`config.mk`:
```
export PLATFORM = sky130hd
export DESIGN_NAME = jtp_tap_top
export DESIGN_NICKNAME = d
export VERILOG_FILES = /design/src/jtp_pkg.sv /design/src/jtp_tap_unit.sv /design/src/jtp_pin_sync.sv /design/src/jtp_tap_top.sv
export SDC_FILE = /design/constraint.sdc
export NUM_CORES = 1
export LEC_CHECK = 0
export BUFFER_PORTS_ARGS = -buffer_cell sky130_fd_sc_hd__buf_2
export CAP_MARGIN = 20
export CORE_ASPECT_RATIO = 2
export CORE_UTILIZATION = 55
export DETAILED_ROUTE_END_ITERATION = 10
export MAX_ROUTING_LAYER = met4
export PLACE_DENSITY_LB_ADDON = 0.2
export SLEW_MARGIN = 10
export SYNTH_ARGS = -nofsm -noshare
export SYNTH_HDL_FRONTEND = slang
export SYNTH_SLANG_ARGS = --single-unit
```
`constraint.sdc`:
```
create_clock -name ref_clk_i -period 3.77 [get_ports ref_clk_i]
set_clock_uncertainty 0.05 [all_clocks]
set_input_delay 0.377 -clock ref_clk_i [delete_from_list [all_inputs] [get_ports ref_clk_i]]
set_output_delay 0.377 -clock ref_clk_i [all_outputs]
set_load 0.05 [all_outputs]
```
`src/jtp_pkg.sv`:
```
// Package for the test access port block: states, opcodes, widths, struct carriers.
// Assumes a single system clock that oversamples the test clock pin.
package jtp_pkg;
	localparam int JTP_IR_W = 7;
	localparam int JTP_ID_W = 32;
	localparam logic [6:0] JTP_OP_IDCODE = 7'h7e;
	localparam logic [6:0] JTP_OP_BYPASS = 7'h7f;
	localparam logic [6:0] JTP_IR_CAPTURE = 7'h01;
	localparam logic [31:0] JTP_ID_UNIT_DEFAULT = 32'h0000_0001; // Arbitrary value
	localparam logic [31:0] JTP_ID_CORE_DEFAULT = 32'h0000_0003; // Arbitrary value
	localparam int JTP_POR_CYC = 4;
	localparam logic [2:0] JTP_POR_LAST = 3'h3;
	// Idle pin levels {tck, tms, tdi, trst_n}: clock low, the rest pulled high
	localparam logic [3:0] JTP_PIN_IDLE = 4'h7;

	typedef enum logic [3:0] {
		JTP_TLR, JTP_RTI, JTP_SEL_DR, JTP_CAP_DR, JTP_SH_DR, JTP_EX1_DR, JTP_PAU_DR,
		JTP_EX2_DR, JTP_UPD_DR, JTP_SEL_IR, JTP_CAP_IR, JTP_SH_IR, JTP_EX1_IR,
		JTP_PAU_IR, JTP_EX2_IR, JTP_UPD_IR
	} jtp_state_e;

	// Synchronised test pins plus edge strobes of the test clock
	typedef struct packed {
		logic rise;
		logic fall;
		logic tms;
		logic tdi;
	} jtp_pins_s;

	// Test data output with its enable
	typedef struct packed {
		logic tdo;
		logic tdo_oe;
	} jtp_out_s;
endpackage : jtp_pkg

```
`src/jtp_tap_unit.sv`:
```
// One test access port controller with its instruction, bypass and ident registers.
// Assumes pin strobes from the synchroniser; test reset is folded into rst_n_i.
`timescale 1ns/1ps
`default_nettype none
module jtp_tap_unit #(
	parameter logic [31:0] ID_VALUE = jtp_pkg::JTP_ID_UNIT_DEFAULT
) (
	input wire logic ref_clk_i,
	input wire logic rst_n_i,
	input wire jtp_pkg::jtp_pins_s pins_i,
	output logic sdo_o,
	output var jtp_pkg::jtp_state_e state_o,
	output logic [6:0] ir_o
);
	import jtp_pkg::*;

	jtp_state_e state_reg, state_next;
	logic [6:0] ir_sh_reg, ir_sh_next, ir_reg;
	logic [31:0] id_reg, id_next;
	logic byp_reg, byp_next;
	logic tms;
	logic sel_id;
	logic dr_out;
	logic ser_out;

	assign tms = pins_i.tms;
	assign sel_id = (ir_reg == JTP_OP_IDCODE);
	assign dr_out = sel_id ? id_reg[0] : byp_reg;
	assign ser_out = (state_reg == JTP_SH_IR) ? ir_sh_reg[0] : dr_out;

	always_comb begin
		state_next = state_reg;
		case (state_reg)
			JTP_TLR: state_next = tms ? JTP_TLR : JTP_RTI;
			JTP_RTI: state_next = tms ? JTP_SEL_DR : JTP_RTI;
			JTP_SEL_DR: state_next = tms ? JTP_SEL_IR : JTP_CAP_DR;
			JTP_CAP_DR: state_next = tms ? JTP_EX1_DR : JTP_SH_DR;
			JTP_SH_DR: state_next = tms ? JTP_EX1_DR : JTP_SH_DR;
			JTP_EX1_DR: state_next = tms ? JTP_UPD_DR : JTP_PAU_DR;
			JTP_PAU_DR: state_next = tms ? JTP_EX2_DR : JTP_PAU_DR;
			JTP_EX2_DR: state_next = tms ? JTP_UPD_DR : JTP_SH_DR;
			JTP_UPD_DR: state_next = tms ? JTP_SEL_DR : JTP_RTI;
			JTP_SEL_IR: state_next = tms ? JTP_TLR : JTP_CAP_IR;
			JTP_CAP_IR: state_next = tms ? JTP_EX1_IR : JTP_SH_IR;
			JTP_SH_IR: state_next = tms ? JTP_EX1_IR : JTP_SH_IR;
			JTP_EX1_IR: state_next = tms ? JTP_UPD_IR : JTP_PAU_IR;
			JTP_PAU_IR: state_next = tms ? JTP_EX2_IR : JTP_PAU_IR;
			JTP_EX2_IR: state_next = tms ? JTP_UPD_IR : JTP_SH_IR;
			JTP_UPD_IR: state_next = tms ? JTP_SEL_DR : JTP_RTI;
			default: state_next = JTP_TLR;
		endcase
	end

	// Data register and instruction shift stage updates on rising test clock
	always_comb begin
		ir_sh_next = ir_sh_reg;
		id_next = id_reg;
		byp_next = byp_reg;
		case (state_reg)
			JTP_CAP_IR: ir_sh_next = JTP_IR_CAPTURE;
			JTP_SH_IR: ir_sh_next = {pins_i.tdi, ir_sh_reg[6:1]};
			JTP_CAP_DR: begin
				if (sel_id) id_next = ID_VALUE;
				else byp_next = 1'b0;
			end
			JTP_SH_DR: begin
				if (sel_id) id_next = {pins_i.tdi, id_reg[31:1]};
				else byp_next = pins_i.tdi;
			end
			default: ir_sh_next = ir_sh_reg; // hold when paused
		endcase
	end

	always_ff @(posedge ref_clk_i or negedge rst_n_i) begin
		if (!rst_n_i) begin
			state_reg <= JTP_TLR;
			ir_sh_reg <= JTP_IR_CAPTURE;
			id_reg <= 32'h0000_0000;
			byp_reg <= 1'b0;
		end else if (pins_i.rise) begin
			state_reg <= state_next;
			ir_sh_reg <= ir_sh_next;
			id_reg <= id_next;
			byp_reg <= byp_next;
		end
	end

	// Falling edge action: instruction latch
	always_ff @(posedge ref_clk_i or negedge rst_n_i) begin
		if (!rst_n_i) begin
			ir_reg <= JTP_OP_IDCODE;
		end else if (pins_i.fall) begin
			if (state_reg == JTP_TLR) ir_reg <= JTP_OP_IDCODE;
			else if (state_reg == JTP_UPD_IR) ir_reg <= ir_sh_reg;
		end
	end

	// Serial output is retimed once, at the top; a second retime here would add a bit of lag
	assign sdo_o = ser_out;
	assign state_o = state_reg;
	assign ir_o = ir_reg;

	// Five high samples from any state land in reset
	logic [2:0] hi_cnt;
	always_ff @(posedge ref_clk_i or negedge rst_n_i) begin
		if (!rst_n_i) hi_cnt <= 3'h0;
		else if (pins_i.rise) hi_cnt <= tms ? ((hi_cnt == 3'h5) ? hi_cnt : hi_cnt + 3'h1) : 3'h0;
	end
	tlr_after_five_a: assert property (@(posedge ref_clk_i) disable iff (!rst_n_i)
		(hi_cnt == 3'h5) |-> state_reg == JTP_TLR)
		else $error("controller not in reset after five high tms samples");
	ir_stable_a: assert property (@(posedge ref_clk_i) disable iff (!rst_n_i)
		(state_reg != JTP_UPD_IR && state_reg != JTP_TLR) |=> $stable(ir_reg))
		else $error("instruction changed outside update or reset");
	cap_ir_load_a: assert property (@(posedge ref_clk_i) disable iff (!rst_n_i)
		(pins_i.rise && state_reg == JTP_CAP_IR) |=> ir_sh_reg == JTP_IR_CAPTURE)
		else $error("capture pattern not loaded");
	pause_hold_a: assert property (@(posedge ref_clk_i) disable iff (!rst_n_i)
		(state_reg == JTP_PAU_DR) |=> $stable(id_reg) && $stable(byp_reg))
		else $error("data register moved while paused");
	sel_ir_exit_a: assert property (@(posedge ref_clk_i) disable iff (!rst_n_i)
		(pins_i.rise && state_reg == JTP_SEL_IR && tms) |=> state_reg == JTP_TLR)
		else $error("select ir with tms high did not reset");
endmodule : jtp_tap_unit
`default_nettype wire

```
`src/jtp_pin_sync.sv`:
```
// Two-stage synchronisers for the test pins and edge finder for the test clock.
// Assumes the system clock runs well above twice the test clock rate.
`timescale 1ns/1ps
`default_nettype none
module jtp_pin_sync (
	input wire logic ref_clk_i,
	input wire logic arst_n_i,
	input wire logic tck_i,
	input wire logic tms_i,
	input wire logic tdi_i,
	input wire logic trst_n_i,
	output var jtp_pkg::jtp_pins_s pins_o,
	output logic trst_n_o
);
	import jtp_pkg::*;

	logic [3:0] meta_reg;
	logic [3:0] sync_reg;
	logic tck_last_reg;

	always_ff @(posedge ref_clk_i or negedge arst_n_i) begin
		if (!arst_n_i) begin
			// Reset to idle levels, or a false clock edge follows reset
			meta_reg <= JTP_PIN_IDLE;
			sync_reg <= JTP_PIN_IDLE;
			tck_last_reg <= 1'b0;
		end else begin
			meta_reg <= {tck_i, tms_i, tdi_i, trst_n_i};
			sync_reg <= meta_reg;
			tck_last_reg <= sync_reg[3];
		end
	end

	assign pins_o.rise = sync_reg[3] & ~tck_last_reg;
	assign pins_o.fall = ~sync_reg[3] & tck_last_reg;
	assign pins_o.tms = sync_reg[2];
	assign pins_o.tdi = sync_reg[1];
	assign trst_n_o = sync_reg[0];
endmodule : jtp_pin_sync
`default_nettype wire

```
`src/jtp_tap_top.sv`:
```
// Function
// - In reset state the active instruction becomes the ident opcode.
// - Five high tms samples from anywhere reach reset and stay there.
// - Low test reset forces the reset state without the test clock.
// - A glitch out of reset returns after three high tms samples.
// - From reset, low tms goes to idle, high stays.
// - Idle holds on low tms, high goes to select data scan.
// - Select data scan: low to capture data, high to select instruction scan.
// - Capture data loads selected register; low tms to shift, else exit one.
// - Shift data moves one bit toward output; high tms to exit one.
// - Exit one data: high to update, low to pause.
// - Pause data holds registers; high tms to exit two.
// - Exit two data: high to update, low back to shift.
// - Update data changes no register; high to select data, else idle.
// - Instruction changes only in instruction update or reset.
// - Select instruction scan: low to capture, high to reset.
// - Capture instruction loads 0000001; low to shift, else exit one.
// - Shift instruction moves one bit per rising edge; high to exit one.
// - Exit one instruction: high to update, low to pause.
// - Pause instruction holds; high tms to exit two.
// - Exit two instruction: high to update, low back to shift.
// - Update instruction latches on falling edge and becomes active.
// - Two controllers sit in series on the serial path.
// - Test data out changes after falling edge, driven only while shifting.
// - Instruction registers are seven bits with shift and latched stages.
// - Test reset leaves the latched instruction at the ident opcode.
// - Ident opcode 1111110 selects the 32-bit ident register.
// Top: pin synchroniser, power-on reset, two chained controllers.
`timescale 1ns/1ps
`default_nettype none
module jtp_tap_top #(
	parameter logic [31:0] ID_UNIT = jtp_pkg::JTP_ID_UNIT_DEFAULT,
	parameter logic [31:0] ID_CORE = jtp_pkg::JTP_ID_CORE_DEFAULT
) (
	input wire logic ref_clk_i,
	input wire logic arst_n_i,
	input wire logic tck_i,
	input wire logic tms_i,
	input wire logic tdi_i,
	input wire logic trst_n_i,
	output logic tdo_o,
	output logic tdo_oe_o,
	output logic [6:0] unit_ir_o,
	output logic [6:0] core_ir_o,
	output logic unit_reset_o
);
	import jtp_pkg::*;

	jtp_pins_s pins;
	jtp_pins_s core_pins;
	jtp_out_s out_reg;
	jtp_state_e unit_state, core_state;
	logic trst_sync_n;
	logic [2:0] por_cnt_reg;
	logic por_done_reg;
	logic tap_rst_n;
	logic unit_sdo;
	logic core_sdo;
	logic shifting;

	jtp_pin_sync u_sync (
		.ref_clk_i(ref_clk_i),
		.arst_n_i(arst_n_i),
		.tck_i(tck_i),
		.tms_i(tms_i),
		.tdi_i(tdi_i),
		.trst_n_i(trst_n_i),
		.pins_o(pins),
		.trst_n_o(trst_sync_n)
	);

	// Power-on stretch so both controllers begin in reset after power-up
	always_ff @(posedge ref_clk_i or negedge arst_n_i) begin
		if (!arst_n_i) begin
			por_cnt_reg <= 3'h0;
			por_done_reg <= 1'b0;
		end else if (!por_done_reg) begin
			por_cnt_reg <= por_cnt_reg + 3'h1;
			por_done_reg <= (por_cnt_reg == JTP_POR_LAST);
		end
	end

	// Test reset acts on controllers without waiting for the test clock
	assign tap_rst_n = arst_n_i & por_done_reg & trst_sync_n;

	jtp_tap_unit #(.ID_VALUE(ID_UNIT)) u_unit (
		.ref_clk_i(ref_clk_i),
		.rst_n_i(tap_rst_n),
		.pins_i(pins),
		.sdo_o(unit_sdo),
		.state_o(unit_state),
		.ir_o(unit_ir_o)
	);

	// Core controller takes its serial input from the unit's output
	assign core_pins = '{rise: pins.rise, fall: pins.fall, tms: pins.tms, tdi: unit_sdo};

	jtp_tap_unit #(.ID_VALUE(ID_CORE)) u_core (
		.ref_clk_i(ref_clk_i),
		.rst_n_i(tap_rst_n),
		.pins_i(core_pins),
		.sdo_o(core_sdo),
		.state_o(core_state),
		.ir_o(core_ir_o)
	);

	assign shifting = (unit_state == JTP_SH_DR) || (unit_state == JTP_SH_IR);

	// Output and enable both move on the falling test clock edge only
	always_ff @(posedge ref_clk_i or negedge tap_rst_n) begin
		if (!tap_rst_n) begin
			out_reg <= '{tdo: 1'b0, tdo_oe: 1'b0};
		end else if (pins.fall) begin
			out_reg <= '{tdo: core_sdo, tdo_oe: shifting};
		end
	end

	assign tdo_o = out_reg.tdo;
	assign tdo_oe_o = out_reg.tdo_oe;
	assign unit_reset_o = (unit_state == JTP_TLR);

	lockstep_a: assert property (@(posedge ref_clk_i) disable iff (!tap_rst_n)
		unit_state == core_state)
		else $error("chained controllers out of step");
	oe_shift_a: assert property (@(posedge ref_clk_i) disable iff (!tap_rst_n)
		tdo_oe_o |-> unit_state inside {JTP_SH_DR, JTP_SH_IR, JTP_EX1_DR, JTP_EX1_IR})
		else $error("output enabled outside shifting");
	tdo_fall_a: assert property (@(posedge ref_clk_i) disable iff (!tap_rst_n)
		!pins.fall |=> $stable(tdo_o))
		else $error("test data out changed without falling edge");
	reset_ir_a: assert property (@(posedge ref_clk_i) disable iff (!tap_rst_n)
		$rose(tap_rst_n) |-> unit_ir_o == JTP_OP_IDCODE && core_ir_o == JTP_OP_IDCODE)
		else $error("instruction not ident after reset");
	por_start_a: assert property (@(posedge ref_clk_i) disable iff (!arst_n_i)
		!por_done_reg |-> unit_state == JTP_TLR && core_state == JTP_TLR)
		else $error("controller left power-on reset early");
endmodule : jtp_tap_top
`default_nettype wire

```
# Yosys cells after proc, flatten, opt, wreduce, memory -nomap -nowiden
# Cells that the tools add are included.
# totals
wordCells,125
regBits,117
out_inout_bits,17
in_bits,6
# classes
n_eq_ne,41
n_reduce_logical,23
mux,37
add_sub_neg,1
bitwise,6
# op_table
op,n
$mux 32,4
$pmux 32 s2,2
$pmux 4 s12,2
$eq 4x4->1 const B,16
$eq 4x3->1 const B,8
$mux 7,4
$pmux 7 s2,2
$eq 4x2->1 const B,4
$mux 4,4
$reduce_and 4->1,4
$eq 7x7->1 const B,2
$mux 1,12
$reduce_bool 2->1,6
$eq 4x1->1 const B,2
$logic_not 4->1,2
$ne 2x1->1 const B,4
$ne 2x2->1 const B,4
$reduce_and 2->1,4
$reduce_or 2->1,4
$mux 2,3
$mux 3,2
$reduce_or 3->1,2
$and 1x1->1,4
$pmux 1 s2,2
other kinds (4),5

# Longest topological paths before layout
# Gate-level depths: netlist (run 1).
# logic_depth
ltp_word,5
depth_mapped,7
mapped_depth_nobuf,4

# Hierarchy
# Synthesis (run 1) repeated with hierarchy kept, for this count alone.
# hier_totals
hier_cells,556
hier_area_um2,5252.5
# modules_own_cells
mod,n_inst,seq_area_each_um2,cells_per_inst,area_each_um2
jtp_tap_unit at u_core,1,1285.0,261,2368.5
jtp_tap_unit at u_unit,1,1285.0,261,2354.8
jtp_tap_top,1,150.1,21,266.5
jtp_pin_sync,1,232.7,13,262.8

# Least setup slack after synthesis (run 1)
# OpenSTA, ideal clock, no wires.
# synth_path
path_kind,reg-to-output
from,"reg u_unit.state_reg[1], in the netlist u_unit.state_o[1]"
to,out unit_reset_o
path_stages_with_launch,4
setup_slack_ns,1.890
required_ns,3.343
path_buffers,1
arrival_time_ns,1.453
cell_sequence,dfrtp_1 -> buf_6 -> or4_4 -> inv_1
# synth_via
elab_chain_cells,1
# synth_lines
element,line,rtl
start: declaration,jtp_tap_unit.sv:17,"jtp_state_e state_reg, state_next;"
start signal: assignment,jtp_tap_unit.sv:81,state_reg <= state_next;
$logic_not 4->1,jtp_tap_top.sv:120,assign unit_reset_o = (unit_state == JTP_TLR);
end: declaration,jtp_tap_top.sv:45,output logic unit_reset_o
# Every way passes these cells.

# Worst setup path in the final report (run 1)
# layout_path
from,"reg u_unit.state_reg[0], in the netlist u_unit.state_o[0]"
to,out unit_reset_o
# The elaborated chain is that of the path after synthesis.

==> out/summary.txt, run 1 <==
Outcome - finished, final reports clean
Die span in x - 71.1 um
Hold slack - 27.1 ps
Leak - 2.58 nW
Cts repair resizes - 0
Vias in the first global route - 3743
Top FF cell, synth - dfrtp_1
Seq/Total Area, Yosys - 56.3%
Post-Synth Adder-Cell Area - 0.477%
IO buf count - 22
Fin crit share - 69.0%
Overflow after GRT - 0
Iteration-0 DRC Markers - 215
Starting Density - 56.3%
Setup Fix Bufs, Post-CTS - 0
Crit path max fanout - 24
Most common cell in the netlist - nand2_1
Yosys warning count - 0
Leading area contributor after synthesis - dfrtp_1
Post-Synthesis Cells - 560
Worst-Skew Late Latency - 410 ps
Yosys top cell area share - 46.3%
Final setup fails - 0
Largest net degree at the start of global routing - 62
Layout cells sized above 1 - 17.8%
WL per Instance - 14.8 um
Area Overhead vs Synth - 15.6%
Kind of critical path - flop to output port
Final hold violation count - 0
Simple-Gate Fraction of Synth Area - 21.4%
Post-synthesis mux area share - 1.24%
Critical Path Source Type - flop
Post-DP HPWL - 6460 um
Largest family of logic cells by synthesized area - simple AND/OR/NAND/NOR gates
Via count of the routed design - 3885
First-pass GRT wire length - 17400 um
MaxCap Viol Count - 0
Post-synth EDFFs - 0
Synthesized area - 5250 um^2
Post-Route WL - 10100 um
CTS tree - built
# clock sinks - 117
Hold/Removal Path Class - input pin to flop
Async SR Flop Fraction - 100%
Tightest Pin Transition - 853 ps
Crit path time final - 2600 ps
Total CTS buffers - 17
Worst R2R Path Depth - 4
Max VDD drop - 0.000435 V
Fmax - 0.384 GHz
Rel. slew slack - 43.1%
CP endpoint kind - output port
Pwr/cell area - 769 nW/um^2
Setup_tns - 0 ps
Hold-fix buffers, CTS - 2
Layout net count - 575
Synth Area in XOR/XNOR - 0.167%
RSZ-0062 raised after global routing - false
Post-DRT Antenna Nets - 0
Final GP Congestion - 0.817
Htree depth - 4
Clock transition at path regs - 50 ps
Syn Nets - 568
Chip height - 140 um
Arrival time worst endpoint - 2170 ps
Row count - 50
GRT Overall Usage - 23.4%
Core ar. - 9320 um^2
IO Pins - 23
Post-synth top cells - nand2_1, dfrtp_1, o21ai_0, nor2_1, clkbuf_1
Synth Register Bits - 117
# DRC - 0
Synth unique cells - 52
Syn avg cell area - 9.37 um^2
DR vias/cell - 5.68
Crit path required time - 3340 ps
Min-Delay Path Depth - 1
Final Slew Violations - 0
Ant diodes - 0
Root buf cell - clkbuf_16
Synth Area in Compound Gates - 15.7%
Die area - 9950 um^2
Synth area leaders - dfrtp_1, nand2_1, dfstp_2
First-pass iteration count of the detailed router - 4
Max Buffers Root-to-Sink - 2
Initial antenna violation count - 0
## worst paths after layout
check	start	end	slack, ps
min in group asynchronous	arst_n_i	por_done_reg	330
hold / removal	tms_i	u_sync.meta_reg[2]	30
max in group asynchronous	arst_n_i	u_unit.ir_o[1]	1950
hold reg to reg	u_sync.meta_reg[3]	u_sync.sync_reg[3]	300
setup reg to reg	u_unit.state_o[0]	u_unit.id_reg[12]	1340
setup / recovery	u_unit.state_o[0]	unit_reset_o	1170
## cell usage in the layout (no fill, tap or decap), types with 5 or more instances in the layout
cell type,instances
a21oi_1,20
nor3b_1,5
dfrtp_1,97
clkbuf_16,17
o21ai_0,72
dfstp_2,20
o21ai_1,5
nor2b_1,8
a31oi_1,7
buf_2,22
o31ai_1,6
bufinv_16,6
buf_4,5
nand2_1,148
nor2_1,33
nand3_1,14
inv_1,12
## kinds of logic after synthesis
family,Yosys count
XOR/XNOR,1
AND/OR/NAND/NOR,244
flip-flops,117
adder cells (fa/ha/maj),2
buffers and inverters,54
multiplexers,6
AO/OA/AOI/OAI,136
## routing by layer
metal  up-vias  wire length [um]  GRT usage, %
li1       1913                 -             -
met1      1884              4060          25.6
met2        65              5510          39.3
met3        23               243          5.04
met4         0               279          12.5
met5         -                 0             -
## where the power goes
group          internal [mW]  total, mW  switching (mW)
clock network           1.24       1.83           0.585
registers               1.46       1.74           0.281
logic                  0.342       1.09           0.748
## metrics by stage
stage	cells	instance area (um^2)	util, %	total power, mW	setup WS [ps]
after floorplan	560	5250	-	2.63	1550
after CTS	684	6060	65.0	4.70	1170
after global placement	650	5370	57.6	2.83	1470
final	684	6060	65.0	4.66	1170
after detailed placement	650	5370	57.6	2.85	1390
after global routing	684	6060	65.0	4.89	1050
## worst max-delay path, stage by stage, from the launching register on
cell and delay (ps):
dfrtp_1 640, or4_4 670, inv_1 160, buf_2 290
## layout make-up
cell class,instances,area [um^2]
timing repair buffer,30,188
tap,104,130
fill,724,3260
multi-input combinational,389,2070
clock buffer,17,425
inverter,12,45.0
sequential,117,2950
clock inverter,15,250
(Power assumes the default switching activity.)
==> run 2: changes to the inputs <==
==> constraint.sdc (replaced) <==
create_clock -name ref_clk_i -period 2.1 [get_ports ref_clk_i]
set_clock_uncertainty 0.05 [all_clocks]
set_input_delay 0.21 -clock ref_clk_i [delete_from_list [all_inputs] [get_ports ref_clk_i]]
set_output_delay 0.21 -clock ref_clk_i [all_outputs]
set_load 0.05 [all_outputs]
==> run 2 against run 1 <==
Count of clock-buffer cells in the layout increased by 7. Critical path depth unchanged. Flip-flop and latch count unchanged. Final area increased by 2.7%. Combinational power increased by 120%. Clock power increased by 63%. Via count increased by 2.8%. Cell count increased by 3.1%. Sequential share of layout area decreased by 1.3 points. Non-clock buffer count increased by 21.
==> out/summary.txt, run 2 (synthesized netlist as in run 1, its figures left out) <==
Outcome - finished, final reports clean
# DRC - 0 (unchanged)
Via count of the routed design - 3993 (+2.8%)
Pwr/cell area - 1330 nW/um^2 (+73%)
RSZ-0062 raised after global routing - false
Die area - 9950 um^2 (unchanged)
Met2 wire len - 6080 um (+10%)
Ant diodes - 0 (unchanged)
Crit path required time - 1840 ps (-1500 ps)
MaxCap Viol Count - 0 (unchanged)
Area Overhead vs Synth - 18.7%
IO Pins - 23 (unchanged)
Root buf cell - clkbuf_16
Iteration-0 DRC Markers - 245 (+14%)
Switching part of the total power - 34.8% (+0.20 points)
Comb pwr share - 28.5% (+5.1 points)
Clock transition at path regs - 50 ps (about the same)
Leak - 2.68 nW (+3.9%)
# clock sinks - 117 (unchanged)
Arrival time worst endpoint - 1760 ps (-410 ps)
Initial antenna violation count - 0 (unchanged)
Rel. slew slack - 66.6% (+23 points)
Post-DP HPWL - 7260 um (+12%)
Vias in the first global route - 4139 (+11%)
Sequential Power Share - 35.6% (-1.8 points)
Post-DRT Antenna Nets - 0 (unchanged)
Psw - 2.89 mW (+79%)
Metal1 wirelength - 4100 um (+0.99%)
First-pass iteration count of the detailed router - 7 (+3)
WL per Instance - 15.4 um (+4.2%)
GRT Overall Usage - 25.2% (+1.8 points)
Layout cells sized above 1 - 20.0% (+2.2 points)
Tightest Pin Transition - 497 ps (-356 ps)
Layout net count - 596 (+3.7%)
Critical Path Source Type - flop
Most common cell after layout, fill and taps aside - nand2_1
Crit path time final - 2020 ps
Max VDD drop - 0.000833 V (+92%)
R2R Setup Slk - 230 ps (-1110 ps)
Int Pwr - 5.42 mW (+78%)
Leading cell types in the layout, fill and taps excluded - nand2_1, dfrtp_1, o21ai_0
CP endpoint kind - output port
Final Slew Violations - 0 (unchanged)
CTS tree - built
Row count - 50 (unchanged)
DR top layer - met4
IO buf count - 22 (unchanged)
Starting Density - 56.3% (unchanged)
Crit path max fanout - 7 (-71%)
Hold slack - 169 ps (+142 ps)
Die span in x - 71.1 um (unchanged)
Clk pwr share - 35.9% (-3.3 points)
Largest net degree at the start of global routing - 65 (+4.8%)
Htree depth - 4 (unchanged)
Core ar. - 9320 um^2 (unchanged)
Fmax - 0.495 GHz
First-pass GRT wire length - 18700 um (+7.4%)
Setup_tns - 0 ps (unchanged)
Overflow after GRT - 0 (unchanged)
Final hold violation count - 0 (unchanged)
Fin crit share - 96.2%
Final GP Congestion - 0.878 (+7.4%)
Post-Route WL - 10800 um (+7.4%)
Final setup fails - 0 (unchanged)
Worst-Skew Late Latency - 410 ps (about the same)
DR vias/cell - 5.66 (-0.28%)
Hold/Removal Path Class - input pin to async pin
Total CTS buffers - 17 (unchanged)
Kind of critical path - flop to output port
Chip height - 140 um (unchanged)
Met3 WL - 300 um (+23%)
Max Buffers Root-to-Sink - 2 (unchanged)
==> run 2: cell types whose count changed in the layout (fill, tap and decap cells not counted), sizes merged <==
cell / delta
buf: +18
clkbuf: +7
inv: -4
bufinv: -3
dlygate4sd3: +3
clkinv: +2
clkinvlp: -2
==> run 2: critical path: stages (launching register included) <==
cell and delay (ps):
dfrtp_1 430, or4_4 580, inv_2 130, buf_4 210
==> run 2: final cells by class <==
cell class / count / area [um^2]
Timing Repair Buffer: 51 / 405
Fill cell: 732 / 3090
Inverter: 12 / 45.0
Multi-Input combinational cell: 389 / 2070
Tap cell: 104 / 130
Sequential cell: 117 / 2950
Clock inverter: 8 / 120
Clock buffer: 24 / 502
==> run 2: worst paths after layout <==
check	start	endpoint	depth (start not counted)
worst max-delay path	u_unit.state_o[0]	unit_reset_o	3
worst min-delay path	arst_n_i	por_cnt_reg[1]	2
worst max register to register	u_core.state_o[1]	u_core.ir_o[1]	4
worst min register to register	u_sync.meta_reg[2]	u_sync.sync_reg[2]	0
max in group asynchronous	arst_n_i	u_core.ir_sh_reg[0]	4
min in group ref_clk_i	u_sync.meta_reg[2]	u_sync.sync_reg[2]	0
==> run 2: metrics by stage <==
step	cell area, um^2	power (mW)	std cells	utilization [%]	setup WS, ps
5_1_grt	6230	8.72	705	66.8	6.77
3_5_place_dp	5550	5.34	668	59.6	241
6_report	6230	8.31	705	66.8	79.8
4_1_cts	6230	8.38	705	66.8	60.2
2_1_floorplan	5250	4.72	560	-	254
3_3_place_gp	5550	5.28	668	59.6	309
==> run 2: power groups by stage <==
stage	combinational, mW	clock [mW]	sequential (mW)
global placement	2.30	0	2.97
finish	2.37	2.98	2.96
global route	2.59	3.12	3.01
floorplan	1.34	0	3.38
CTS	2.39	3.04	2.95
detailed placement	2.36	0	2.98
==> run 2: layer usage <==
layer | vias up | track usage, %
met4 | 0 | 13.5
met3 | 28 | 4.82
met1 | 1931 | 25.8
met5 | - | -
met2 | 78 | 44.7
li1 | 1956 | -
==> run 2: what timing repair did <==
item                                   CTS  global route
setup endpoints to repair                1             0
buffers inserted                         0             0
resized for setup                        2             0
hold buffers                             5             0
endpoints found under the hold margin   17             0
